`config.mk`:
```
export PLATFORM = sky130hd
export DESIGN_NAME = pcg_pin_config
export DESIGN_NICKNAME = d
export VERILOG_FILES = /design/src/pcg_pkg.sv /design/src/pcg_pin_config.sv /design/src/pcg_pin_sync.sv
export VERILOG_INCLUDE_DIRS = /design/src
export SDC_FILE = /design/constraint.sdc
export NUM_CORES = 1
export LEC_CHECK = 0
export BUFFER_PORTS_ARGS = -buffer_cell sky130_fd_sc_hd__buf_2
export CAP_MARGIN = 20
export CORE_MARGIN = 2
export CORE_UTILIZATION = 50
export DETAILED_ROUTE_END_ITERATION = 16
export GPL_ROUTABILITY_DRIVEN = 0
export PLACE_DENSITY = 0.75
export SYNTH_ARGS = -nofsm -noshare
export SYNTH_HDL_FRONTEND = slang
export SYNTH_SLANG_ARGS = --single-unit
```
`constraint.sdc`:
```
create_clock -name clk -period 3.4 [get_ports clk]
set_clock_uncertainty 0.1 [all_clocks]
set_input_delay 0.68 -clock clk [delete_from_list [all_inputs] [get_ports clk]]
set_output_delay 0.68 -clock clk [all_outputs]
set_load 0.005 [all_outputs]
```
`src/pcg_regs.svh`:
```
// Register offsets, field positions and reset values of the pin configuration block
`ifndef PCG_REGS_SVH
`define PCG_REGS_SVH

// ==========================================================
// Register offsets
`define PCG_ADDR_PIN_OUTPUT_ENABLE   8'h44
`define PCG_ADDR_PIN_OUTPUT_VALUE    8'h45
`define PCG_ADDR_PIN_INPUT_LEVEL     8'h46
`define PCG_ADDR_DEBUG_SIGNAL_SELECT 8'h47

// ==========================================================
// Field positions
`define PCG_BIT_SIGNAL_INPUT_PIN     3'd7
`define PCG_BIT_CLOCK_OUTPUT_PIN     3'd6
`define PCG_SCAN_PIN_MASK            8'h0f
`define PCG_BIT_FAST_EDGE            3'd7
`define PCG_DEBUG_SELECT_MASK        8'h8f

// ==========================================================
// Reset values
`define PCG_RST_PIN_OUTPUT_ENABLE    8'h00
`define PCG_RST_PIN_OUTPUT_VALUE     8'h00
`define PCG_RST_DEBUG_SIGNAL_SELECT  8'h00
`define PCG_RST_PIN_INPUT_LEVEL      8'h00

`endif

```
`src/pcg_pkg.sv`:
```
// Types shared by the pin configuration block
package pcg_pkg;

	// ==========================================================
	// Debug output source codes
	typedef enum logic [3:0] {
		PCG_DBG_OFF0     = 4'h0,
		PCG_DBG_OFF1     = 4'h1,
		PCG_DBG_LOW      = 4'h2,
		PCG_DBG_HIGH     = 4'h3,
		PCG_DBG_TX_ENV   = 4'h4,
		PCG_DBG_TX_ACT   = 4'h5,
		PCG_DBG_CARRIER  = 4'h6,
		PCG_DBG_RX_ENV   = 4'h7,
		PCG_DBG_RX_ACT   = 4'h8,
		PCG_DBG_RX_BIT   = 4'h9
	} pcg_debug_code_e;

	typedef logic [7:0] pcg_byte_t;

endpackage : pcg_pkg

```
`src/pcg_pin_config.sv`:
```
// Pin configuration block: general-purpose I/O, debug output selector and pad speed
`timescale 1ns/1ps
`include "pcg_regs.svh"

module pcg_pin_config #(
	parameter int NUM_PINS = 8
) (
	// Clock and reset
	input  wire logic                  clk,
	input  wire logic                  rst_b,
	// Register port from the host interface
	input  wire logic                  reg_wr,
	input  wire logic                  reg_rd,
	input  wire logic [7:0]            reg_addr,
	input  wire pcg_pkg::pcg_byte_t    reg_wdata,
	output pcg_pkg::pcg_byte_t         reg_rdata,
	output logic                       reg_hit,
	// Configuration from elsewhere in the device
	input  wire logic                  boundary_scan_active,
	input  wire logic [3:0]            clock_pin_source_code,
	input  wire logic                  clock_function_out,
	// Internal status signals for the debug pin
	input  wire logic                  tx_envelope,
	input  wire logic                  tx_active,
	input  wire logic                  generic_serial_carrier,
	input  wire logic                  rx_envelope,
	input  wire logic                  rx_active,
	input  wire logic                  rx_bit,
	// Multi-function pins, bit 7 signal-in .. bit 0 scan
	input  wire logic [NUM_PINS-1:0]   pin_in,
	output logic      [NUM_PINS-1:0]   pin_out,
	output logic      [NUM_PINS-1:0]   pin_oe,
	output logic                       clock_pin_gpio,
	output logic                       fast_edge_select,
	// Debug output pin
	output logic                       debug_output_pin,
	output logic                       debug_output_pin_oe
);

	import pcg_pkg::*;

	typedef struct packed {
		pcg_byte_t pin_output_enable;
		pcg_byte_t pin_output_value;
		pcg_byte_t debug_signal_select;
		pcg_byte_t rdata;
		logic      hit;
		logic      dbg_val;
		logic      dbg_oe;
		logic [NUM_PINS-1:0] pout;
		logic [NUM_PINS-1:0] poe;
		logic      clk_gpio;
	} pcg_state_s;

	pcg_state_s state_ff;
	pcg_state_s nxt_state;

	logic [NUM_PINS-1:0] pin_level;

	// ==========================================================
	// Pin input synchronisation: pins come from outside the clock domain
	pcg_pin_sync #(
		.WIDTH     (NUM_PINS)
	) u_sync (
		.clk       (clk),
		.rst_b     (rst_b),
		.pin_raw   (pin_in),
		.pin_level (pin_level)
	);

	// Address decode shared by read and write paths
	function automatic logic pcg_is_mapped(input logic [7:0] a);
		return (a == `PCG_ADDR_PIN_OUTPUT_ENABLE) || (a == `PCG_ADDR_PIN_OUTPUT_VALUE) ||
		       (a == `PCG_ADDR_PIN_INPUT_LEVEL) || (a == `PCG_ADDR_DEBUG_SIGNAL_SELECT);
	endfunction : pcg_is_mapped

	// ==========================================================
	// Next-state logic
	always_comb begin
		logic [NUM_PINS-1:0] eff_en;
		logic                clk_io;
		pcg_debug_code_e     code;
		eff_en    = '0;
		clk_io    = 1'b0;
		code      = PCG_DBG_OFF0;
		nxt_state = state_ff;

		// Register writes; the input level register has no storage
		if (reg_wr) begin
			unique case (reg_addr)
				`PCG_ADDR_PIN_OUTPUT_ENABLE:   nxt_state.pin_output_enable = reg_wdata;
				`PCG_ADDR_PIN_OUTPUT_VALUE:    nxt_state.pin_output_value  = reg_wdata;
				`PCG_ADDR_DEBUG_SIGNAL_SELECT: begin
					nxt_state.debug_signal_select = reg_wdata & `PCG_DEBUG_SELECT_MASK;
				end
				default: ;
			endcase
		end

		// Register reads, registered so data is stable one cycle later
		nxt_state.hit   = (reg_rd || reg_wr) && pcg_is_mapped(reg_addr);
		nxt_state.rdata = 8'h00;
		if (reg_rd) begin
			unique case (reg_addr)
				`PCG_ADDR_PIN_OUTPUT_ENABLE:   nxt_state.rdata = state_ff.pin_output_enable;
				`PCG_ADDR_PIN_OUTPUT_VALUE:    nxt_state.rdata = state_ff.pin_output_value;
				`PCG_ADDR_PIN_INPUT_LEVEL:     nxt_state.rdata = pin_level;
				`PCG_ADDR_DEBUG_SIGNAL_SELECT: nxt_state.rdata = state_ff.debug_signal_select;
				default:                       nxt_state.rdata = 8'h00;
			endcase
		end

		// Effective enables: scan pins stay with the scan logic when it owns them
		eff_en = state_ff.pin_output_enable;
		if (boundary_scan_active) begin
			eff_en = eff_en & ~`PCG_SCAN_PIN_MASK;
		end

		// Clock pin is plain I/O when its enable is set or no clock source is chosen
		clk_io = eff_en[`PCG_BIT_CLOCK_OUTPUT_PIN] || (clock_pin_source_code == 4'h0);
		nxt_state.clk_gpio = clk_io;

		// Pad drivers
		nxt_state.poe  = eff_en;
		nxt_state.pout = state_ff.pin_output_value;
		if (!clk_io) begin
			// Clock function keeps the pin: drive the generated clock level
			nxt_state.poe[`PCG_BIT_CLOCK_OUTPUT_PIN]  = 1'b1;
			nxt_state.pout[`PCG_BIT_CLOCK_OUTPUT_PIN] = clock_function_out;
		end

		// Debug pin source; unknown codes float the pin
		nxt_state.dbg_oe  = 1'b1;
		nxt_state.dbg_val = 1'b0;
		if (state_ff.debug_signal_select[3:0] > 4'h9) begin
			nxt_state.dbg_oe = 1'b0;
		end else begin
			code = pcg_debug_code_e'(state_ff.debug_signal_select[3:0]);
			unique case (code)
				PCG_DBG_OFF0, PCG_DBG_OFF1: nxt_state.dbg_oe = 1'b0;
				PCG_DBG_LOW:     nxt_state.dbg_val = 1'b0;
				PCG_DBG_HIGH:    nxt_state.dbg_val = 1'b1;
				PCG_DBG_TX_ENV:  nxt_state.dbg_val = tx_envelope;
				PCG_DBG_TX_ACT:  nxt_state.dbg_val = tx_active;
				PCG_DBG_CARRIER: nxt_state.dbg_val = generic_serial_carrier;
				PCG_DBG_RX_ENV:  nxt_state.dbg_val = rx_envelope;
				PCG_DBG_RX_ACT:  nxt_state.dbg_val = rx_active;
				PCG_DBG_RX_BIT:  nxt_state.dbg_val = rx_bit;
			endcase
		end
	end

	// ==========================================================
	// State register; all pins released during reset
	always_ff @(posedge clk) begin
		if (!rst_b) begin
			state_ff                     <= '0;
			state_ff.pin_output_enable   <= `PCG_RST_PIN_OUTPUT_ENABLE;
			state_ff.pin_output_value    <= `PCG_RST_PIN_OUTPUT_VALUE;
			state_ff.debug_signal_select <= `PCG_RST_DEBUG_SIGNAL_SELECT;
			state_ff.rdata               <= `PCG_RST_PIN_INPUT_LEVEL;
		end else begin
			state_ff <= nxt_state;
		end
	end

	// ==========================================================
	// Outputs, all from flip-flops
	assign reg_rdata           = state_ff.rdata;
	assign reg_hit             = state_ff.hit;
	assign pin_out             = state_ff.pout;
	assign pin_oe              = state_ff.poe;
	assign clock_pin_gpio      = state_ff.clk_gpio;
	assign fast_edge_select    = state_ff.debug_signal_select[`PCG_BIT_FAST_EDGE];
	assign debug_output_pin    = state_ff.dbg_val;
	assign debug_output_pin_oe = state_ff.dbg_oe;

endmodule : pcg_pin_config

```
`src/pcg_pin_sync.sv`:
```
// Three-stage input synchroniser with agreement filter for the eight pins
`timescale 1ns/1ps

module pcg_pin_sync #(
	parameter int WIDTH = 8
) (
	// Clock and reset
	input  wire logic             clk,
	input  wire logic             rst_b,
	// Pin levels and filtered result
	input  wire logic [WIDTH-1:0] pin_raw,
	output logic      [WIDTH-1:0] pin_level
);

	typedef struct packed {
		logic [WIDTH-1:0] s1;
		logic [WIDTH-1:0] s2;
		logic [WIDTH-1:0] s3;
		logic [WIDTH-1:0] lvl;
	} pcg_sync_s;

	pcg_sync_s state_ff;
	pcg_sync_s nxt_state;

	// ==========================================================
	// Shift chain; a bit changes only once stages two and three agree
	always_comb begin
		nxt_state     = state_ff;
		nxt_state.s1  = pin_raw;
		nxt_state.s2  = state_ff.s1;
		nxt_state.s3  = state_ff.s2;
		for (int i = 0; i < WIDTH; i++) begin
			if (state_ff.s2[i] == state_ff.s3[i]) begin
				nxt_state.lvl[i] = state_ff.s3[i];
			end
		end
	end

	// State register
	always_ff @(posedge clk) begin
		if (!rst_b) begin
			state_ff <= '0;
		end else begin
			state_ff <= nxt_state;
		end
	end

	assign pin_level = state_ff.lvl;

endmodule : pcg_pin_sync

```
Word level (Yosys, flattened, before mapping)
Index checks and enable logic that the tools add are counted.
Storage, ports and cells
  output and inout port bits: 29
  flip-flop bits (word level): 81
  logic and storage cells: 64
  bits of input ports: 40
Operators by class
  equal/unequal tests: 20
  magnitude comparators: 1
  bitwise operators: 1
  mux-type cells: 5
  reductions and logical operators: 15
Operators by type and width (count)
  == test 8 x 7 -> 1 bit (second input constant): 4
  one-hot mux 8 bit (4 select lines): 1
  == test 4 x 3 -> 1 bit (second input constant): 4
  == test 1 bit: 8
  == test 4 bit (second input constant): 2
  logical NOT 4 bit: 2
  AND reduction 2 bit: 4
  one-hot mux 1 bit (7 select lines): 1
  OR reduction 2 bit: 3
  logical OR 1 bit: 5
  == test 4 x 1 -> 1 bit (second input constant): 1
  == test 4 x 2 -> 1 bit (second input constant): 1
  > comparator 4 bit (second input constant): 1
  two-way mux 1 bit: 3
  logical AND 1 bit: 1
  inverter 1 bit: 1

Longest topological paths before layout
Gate-level depths: netlist (run 1).
  word-level depth: 5
  mapped depth: 4

Cells and area by module
Synthesis (run 1) repeated with hierarchy kept, for this count alone.
Second synthesis, totals
  cells, all modules: 290
  area, all modules: 3060.4 um2
Modules (own cells, without submodules)
  pcg_pin_config: cells an instance 199, area each 2039.5 um2, instances 1
  pcg_pin_sync: cells an instance 91, area each 1021.0 um2, instances 1

Worst setup path before layout (run 1)
No wires, ideal clock.
  path kind: input to register
  start point: in reg_addr[3]
  end point: reg state_ff, in the netlist nxt_state[10]
  arrival time: 1583 ps
  path buffers: 0
  path slack: 1590 ps
  library setup time: 127 ps
  stages: 3
  required time: 3173 ps
  path through: nor4b_4 -> nand4_2 -> mux2i_1
Between the ends
  cells in the longest elaborated chain, start to end: 2
Ends and longest elaborated chain
  from (decl): RTL line pcg_pin_config.sv:14  | input wire logic [7:0] reg_addr,
  == test 8 x 7 -> 1 bit: RTL line pcg_pin_config.sv:90  | unique case (reg_addr)
  AND reduction 2 bit (no source line)
  to (signal assigned): RTL line pcg_pin_config.sv:163  | state_ff <= nxt_state;
  to (decl): RTL line pcg_pin_config.sv:55  | pcg_state_s state_ff;
Every way passes these cells.
A chain may end at the register's enable or synchronous reset.

Worst setup path after layout (run 1)
  start point: in rst_b
  end point: reg state_ff, in the netlist reg_rdata[3]
Between the ends
  cells in the longest elaborated chain, start to end: 1
Ends and longest elaborated chain
  from (decl): RTL line pcg_pin_config.sv:10  | input wire logic rst_b,
  AND reduction 2 bit (no source line)
Every way passes these cells.

==> results.cfg, run 1 <==
[synthesis]
synthesis.area_sq_mm = 0.002938
avgSynthCellArea_sq_um = 10.57
yosysWarnings = 0
synth_seq_area_share_pct = 55.20
netlist-cell-type-count = 27
synth-seq-cells = 81
synth_nets = 318
syn_inst = 278

[setup_path]
crit_type = in2reg
cp-start-kind = input pin
worst-path-max-fanout = 35
reg2reg_depth = 3
crit_required_ps = 3580
endpoint_kind = register
crit_arrival_ps = 2030

[die]
num_rows = 27
start_util_pct = 52.70
core_sq_mm = 0.005574
die_area_sq_mm = 0.006504
io_pins = 69
die_h_um = 80.65
die_x_um = 80.65

[hold_path]
min_path_type = reg2reg
worstHoldPathCells = 1

[clock_network]
clk_pin_slew_worst_paths_ps = 70
clock-sinks = 81
htreeDepth = 3
ctsLongestPathBuffers = 2
post-cts-setup-buffers = 0
postCtsHoldBufs = 0
clk_latency_ps = 340
cts_made_buffers = 9
cts_root_buffer = clkbuf_8
cts_resized = 0
tritoncts = built

[sta]
fin_crit_sh_pct = 54.51
setup_viol_count_final = 0
timing.final.hold_violations = 0
rsz0062_at_grt = false
tightest_slew_ps = 512.4
fin_tns_setup_ps = 0
fmax_mhz = 539.6
slew_viol_final = 0
period_minus_slack_ps = 1853
slew_headroom_pct = 65.53

[grt]
grt_pass1_wl_um = 8549
antenna_found_initial = 0
gr-total-overflow = 0
grt_max_degree = 36
grtUsageTotal_pct = 17.75
grt_pass1_vias = 1856

[final_layout]
nFillCells = 490
drive_gt1_share_pct = 28.27
n_antenna_cell = 0
most-common-layout-cells = dfxtp_1 (81), buf_2 (68), nand2_1 (37)
layout_commonest_cell = dfxtp_1
nNetsFinal = 364
finish.instance_area_sq_mm = 0.003342
fin_cells = 401
final_util_pct = 59.96
syn_to_final_growth_pct = 13.76

[route]
vias_per_cell = 4.858
finalWirelength_um = 5121
vias = 1948
dr.pass1.iters = 4
postRouteAntennaNets = 0
first_iter_violations = 71
drc = 0
wl_per_cell_um = 12.77

[flow_run]
drv_cap = 0

[power]
p_leak_nw = 1.670
power_mw = 1.706
powerDensity_mw_per_mm2 = 510.5
peakVddDrop_v = 0.0003305

[status]
status = finished clean

[place]
portBuffers = 68
place_hpwl_um = 3680
place_area_sq_mm = 0.003153
placedCellCount = 385
-- path summary, 6_finish.rpt --
kind | start | endpoint | slack, ps
worst max-delay path | rst_b | reg_rdata[3] | 1550
worst min-delay path | u_sync.nxt_state[17] | u_sync.nxt_state[9] | 330
worst max register to register | state_ff[28] | debug_output_pin | 1970
worst min register to register | u_sync.nxt_state[17] | u_sync.nxt_state[9] | 330
-- layout make-up --
type / count / area, sq um / area share (%)
sequential: 81 / 1622 / 48.52
multi-input combinational: 151 / 1049 / 31.37
timing repair buffer: 69 / 347.8 / 10.41
clock buffer: 13 / 148.9 / 4.455
tap: 72 / 90.09 / 2.696
inverter: 12 / 45.04 / 1.348
clock inverter: 3 / 40.04 / 1.198
-- critical path: stages --
cell     delay [ps]
buf_2           340
buf_4           370
nand4_1         390
nor2b_1         220
-- flip-flops by register name, indices dropped and copies added (netlist names) --
register and count:
u_sync.nxt_state 16, state_ff 13, pin_oe 8, pin_out 8
reg_rdata 8, u_sync.pin_level 8, u_sync.state_ff 8, nxt_state 7
clock_pin_gpio 1, debug_output_pin 1, debug_output_pin_oe 1, fast_edge_select 1
reg_hit 1
-- power breakdown --
group	switching [mW]	total, mW	internal, mW
Sequential	0.00435	0.966	0.962
Combinational	0.0364	0.0701	0.0337
Clock	0.312	0.670	0.358
-- kinds of logic (layout without fill, tap and decap cells) --
group                     Yosys count  count (layout)  share of synthesized area (%)
and+or+nand+nor                    94              94                          17.68
DFF                                81              81                          55.20
buffers and inverters              46              97                          9.114
muxes                              31              31                          12.73
AOI/OAI and AO/OA                  25              25                          4.983
xor gates and xnor gates            1               1                         0.2982
-- per-layer routing --
metal  share of wire, %  track usage (%)  up-vias
met1                 44            21.63      902
met2                 48            28.75       48
li1                   -                -      987
met5                  0                0        -
met4                2.7            10.68        0
met3                4.9            3.708       11
-- Yosys cell counts --
cell	n	area [sq um]
o21ai_0	9	45.04
buf_2	1	5.000
nor4b_4	1	23.77
o31a_1	1	8.760
and2_1	29	181.4
nor4_1	1	6.260
nor4b_1	2	17.52
xor2_1	1	8.760
nand2_1	37	138.9
buf_1	1	3.750
and3_1	1	6.260
nor2b_1	8	50.05
mux4_2	5	112.6
clkbuf_1	7	26.28
nand4_1	1	6.260
a21oi_1	11	55.05
nor2_1	9	33.78
nand4_2	3	37.54
mux2_2	1	11.26
a2bb2oi_1	3	26.28
or3b_2	1	8.760
o2111a_1	1	11.26
mux2i_1	25	250.2
dfxtp_1	81	1622
inv_1	12	45.04
and3b_1	1	8.760
buf_4	25	187.7
-- per-stage QoR --
stage | worst slack [ps] | hold slack [ps]
floorplan | 1590 | 311.9
global placement | 1242 | 313.9
detailed placement | 1208 | 320.0
CTS | 1565 | 337.9
global route | 1424 | 345.8
finish | 1547 | 334.3
No activity file was read; power rests on OpenSTA's default activity.
==> run 2: changes to the inputs <==
Settings changed: CORE_UTILIZATION 50 to 47, PLACE_DENSITY 0.75 to 0.74.
Clock period 3.4 ns to 1.55 ns, I/O delays scaled along.
==> run 2 against run 1 <==
Against the previous run:
- critical path depth is 1 lower
- via count is 1.1% higher
- worst setup slack worse by 1300 ps
- non-clock buffer count is 12 higher
- critical path type is now reg2reg
- largest cell class unchanged
- largest power group unchanged
==> results.cfg, run 2 (synthesized netlist as in run 1, its figures left out) <==
[route]
postRouteAntennaNets = 0
wl_met2_um = 2544
first_iter_violations = 104
finalWirelength_um = 5321
dr.pass1.iters = 4
vias_per_cell = 4.736
drc = 0
met1_length_um = 2457
route.met3.wl_um = 279
vias = 1970
routed.top_layer = met4
wl_per_cell_um = 12.79

[sta]
tightest_slew_ps = 330.5
slew_headroom_pct = 77.77
period_minus_slack_ps = 1350
setup_viol_count_final = 0
whs_ps = 69.70
fin_tns_setup_ps = 0
rsz0062_at_grt = false
timing.final.hold_violations = 0
fmax_mhz = 740.6
slew_viol_final = 0
fin_crit_sh_pct = 87.11

[setup_path]
worst-path-max-fanout = 3
crit_arrival_ps = 1480
endpoint_kind = register
crit_type = reg2reg
crit_required_ps = 1680
cp-start-kind = register

[clock_network]
post-cts-setup-buffers = 0
cts_root_buffer = clkbuf_8
ctsLongestPathBuffers = 2
cts_resized = 0
htreeDepth = 3
clk_latency_ps = 340
cts_made_buffers = 9
tritoncts = built
clock-sinks = 81
clk_pin_slew_worst_paths_ps = 80
postCtsHoldBufs = 0

[grt]
grt_max_degree = 28
antenna_found_initial = 0
grt_pass1_vias = 1880
gr-total-overflow = 0
grtUsageTotal_pct = 15.87
grt_pass1_wl_um = 8769

[power]
powerDensity_mw_per_mm2 = 1116
swShare_pct = 20.87
p_comb_share_pct = 4.4
peakVddDrop_v = 0.0005323
clockPowerShare_pct = 41.0
pwr-share-seq_pct = 54.6
power.switching_mw = 0.8095
p_leak_nw = 1.739
intPower_mw = 3.070

[die]
start_util_pct = 49.04
num_rows = 28
die_x_um = 83.06
die_h_um = 83.06
io_pins = 69
die_area_sq_mm = 0.006899
core_sq_mm = 0.005991

[final_layout]
n_antenna_cell = 0
syn_to_final_growth_pct = 18.27
fin_cells = 416
nFillCells = 514
drive_gt1_share_pct = 31.67
finish.instance_area_sq_mm = 0.003475
multiInputGateArea_sq_mm = 0.001049
layout_commonest_cell = dfxtp_1
nNetsFinal = 376
seqCellArea_sq_mm = 0.001622
most-common-layout-cells = dfxtp_1 (81), buf_2 (68), nand2_1 (37)
largest_register_ffs = 16

[place]
place_hpwl_um = 3977
placedCellCount = 400
place_area_sq_mm = 0.003259
portBuffers = 68

[hold_path]
min_path_type = in2reg

[flow_run]
drv_cap = 0

[status]
status = finished clean
## run 2: routing by layer
metal / up-vias / GRT usage (%)
li1: 1006 / -
met1: 903 / 20.71
met2: 56 / 24.93
met3: 5 / 5.070
met4: 0 / 5.365
met5: - / 0
## run 2: power groups by stage
| stage | registers, mW | logic (mW) | clock network (mW) |
|---|---|---|---|
| after global placement | 2.17 | 0.170 | 0 |
| after global routing | 2.12 | 0.189 | 1.74 |
| final | 2.12 | 0.170 | 1.59 |
| after floorplan | 2.17 | 0.0881 | 0 |
| after CTS | 2.12 | 0.174 | 1.63 |
| after detailed placement | 2.17 | 0.173 | 0 |
## run 2: layout make-up
type / count / area share [%]
clock buffers: 12 / 4.753
clock inverters: 4 / 1.440
inverters: 12 / 1.296
multi-input cells: 151 / 30.18
flip-flops and latches: 81 / 46.67
well taps: 75 / 2.701
repair buffers: 81 / 12.96
## run 2: critical path, stage by stage (launching register included)
cell,delay (ps)
dfxtp_1,390
mux2_2,350
and3_1,160
o31a_1,240
## run 2: final timing paths
| kind | from | endpoint | slack [ps] | depth (start not counted) |
|---|---|---|---|---|
| setup reg to reg | state_ff[28] | debug_output_pin | 200 | 3 |
| hold reg to reg | u_sync.nxt_state[16] | u_sync.nxt_state[8] | 340 | 1 |
| hold / removal | pin_in[1] | u_sync.nxt_state[17] | 70 | 2 |
| setup / recovery | state_ff[28] | debug_output_pin | 200 | 3 |
## run 2: through the flow
step | worst slack, ps | power [mW] | utilization, %
after detailed placement | 52.76 | 2.341 | 54.41
after global routing | 151.0 | 4.057 | 58.00
after global placement | 71.94 | 2.337 | 54.41
final | 199.8 | 3.879 | 58.00
after floorplan | 110.0 | 2.254 | -
after CTS | 203.8 | 3.924 | 58.00
==> run 3: changes to the inputs <==
Settings changed: RECOVER_POWER from default to 100.
==> run 3 against run 2 <==
Against the previous run:
- worst hold slack better by 0.99 ps
- utilization fell by 0.81 points
- power about the same
- wire length up 0.47%
==> results.cfg, run 3 (synthesized netlist as in run 1, its figures left out) <==
[setup_path]
crit_required_ps = 1680
cp-start-kind = register
worst-path-max-fanout = 4
crit_type = reg2reg
endpoint_kind = register
crit_arrival_ps = 1510

[clock_network]
postCtsHoldBufs = 0
htreeDepth = 3
cts_resized = 0
ctsLongestPathBuffers = 2
clk_pin_slew_worst_paths_ps = 80
post-cts-setup-buffers = 0
clock-sinks = 81
cts_root_buffer = clkbuf_8
cts_made_buffers = 9
tritoncts = built
clk_latency_ps = 340

[place]
portBuffers = 68
place_hpwl_um = 3977
place_area_sq_mm = 0.003259

[grt]
antenna_found_initial = 0
grt_pass1_wl_um = 8769
grt_max_degree = 28
gr-total-overflow = 0
grt_pass1_vias = 1880
grtUsageTotal_pct = 15.87

[final_layout]
largest_register_ffs = 16
drive_gt1_share_pct = 26.10
nNetsFinal = 376
n_antenna_cell = 0
layout_commonest_cell = dfxtp_1
syn_to_final_growth_pct = 16.61
finish.instance_area_sq_mm = 0.003426
most-common-layout-cells = dfxtp_1 (81), buf_2 (56), nand2_1 (37)
final_util_pct = 57.18

[power]
pwr-share-seq_pct = 54.7
swShare_pct = 20.91
powerDensity_mw_per_mm2 = 1132
power.switching_mw = 0.8106
clockPowerShare_pct = 41.0
intPower_mw = 3.066
peakVddDrop_v = 0.0005323
p_comb_share_pct = 4.3
p_leak_nw = 1.651

[die]
num_rows = 28
start_util_pct = 49.04
core_sq_mm = 0.005991
die_h_um = 83.06
die_area_sq_mm = 0.006899
io_pins = 69
die_x_um = 83.06

[sta]
slew_viol_final = 0
fin_tns_setup_ps = 0
slew_headroom_pct = 57.82
rsz0062_at_grt = false
tightest_slew_ps = 632.7
fmax_mhz = 726.5
timing.final.hold_violations = 0
setup_viol_count_final = 0
fin_crit_sh_pct = 88.80
period_minus_slack_ps = 1376

[route]
vias = 1969
first_iter_violations = 114
drc = 0
postRouteAntennaNets = 0
vias_per_cell = 4.733
wl_per_cell_um = 12.85
dr.pass1.iters = 5
finalWirelength_um = 5346

[flow_run]
drv_cap = 0

[status]
status = finished clean

[hold_path]
min_path_type = in2reg
-- run 3: path summary, 6_finish.rpt --
kind / start / end / slack (ps) / cells after the start
worst max-delay path: state_ff[28] / debug_output_pin / 170 / 4
worst min-delay path: pin_in[1] / u_sync.nxt_state[17] / 70 / 2
worst max register to register: state_ff[28] / debug_output_pin / 170 / 4
worst min register to register: u_sync.nxt_state[22] / u_sync.nxt_state[14] / 340 / 1
-- run 3: layer usage --
layer / share of wire [%] / up-vias / global-route usage [%]
met4: 0.73 / 0 / 5.365
met2: 47 / 61 / 24.93
li1: - / 1005 / -
met1: 46 / 897 / 20.71
met3: 5.8 / 6 / 5.070
met5: 0 / - / 0
-- run 3: critical path, stage by stage (launching register included) --
cell and delay [ps]:
dfxtp_1 380, clkbuf_1 220, mux2i_1 220, nor4b_1 70, o31a_1 290
-- run 3: through the flow --
| step | hold WS (ps) | worst slack [ps] | total power, mW | std cells |
|---|---|---|---|---|
| 2_1_floorplan | 311.9 | 110.0 | 2.254 | 278 |
| 3_3_place_gp | 313.9 | 71.94 | 2.337 | 400 |
| 3_5_place_dp | 317.7 | 52.76 | 2.341 | 400 |
| 4_1_cts | 50.61 | 203.8 | 3.924 | 416 |
| 5_1_grt | 49.31 | 91.40 | 4.053 | 416 |
| 6_report | 70.69 | 173.6 | 3.877 | 416 |
-- run 3: cell type report --
cell class,count,area (sq um)
multi-input combinational,151,1042
timing repair buffer,81,407.9
clock inverter,4,50.05
fill,533,2565
sequential,81,1622
inverter,12,45.04
clock buffer,12,165.2
tap,75,93.84
-- run 3: power by group through the flow --
stage | Combinational, mW | Sequential, mW | Clock [mW]
CTS | 0.174 | 2.12 | 1.63
finish | 0.167 | 2.12 | 1.59
global route | 0.185 | 2.12 | 1.74
detailed placement | 0.173 | 2.17 | 0
global placement | 0.170 | 2.17 | 0
floorplan | 0.0881 | 2.17 | 0
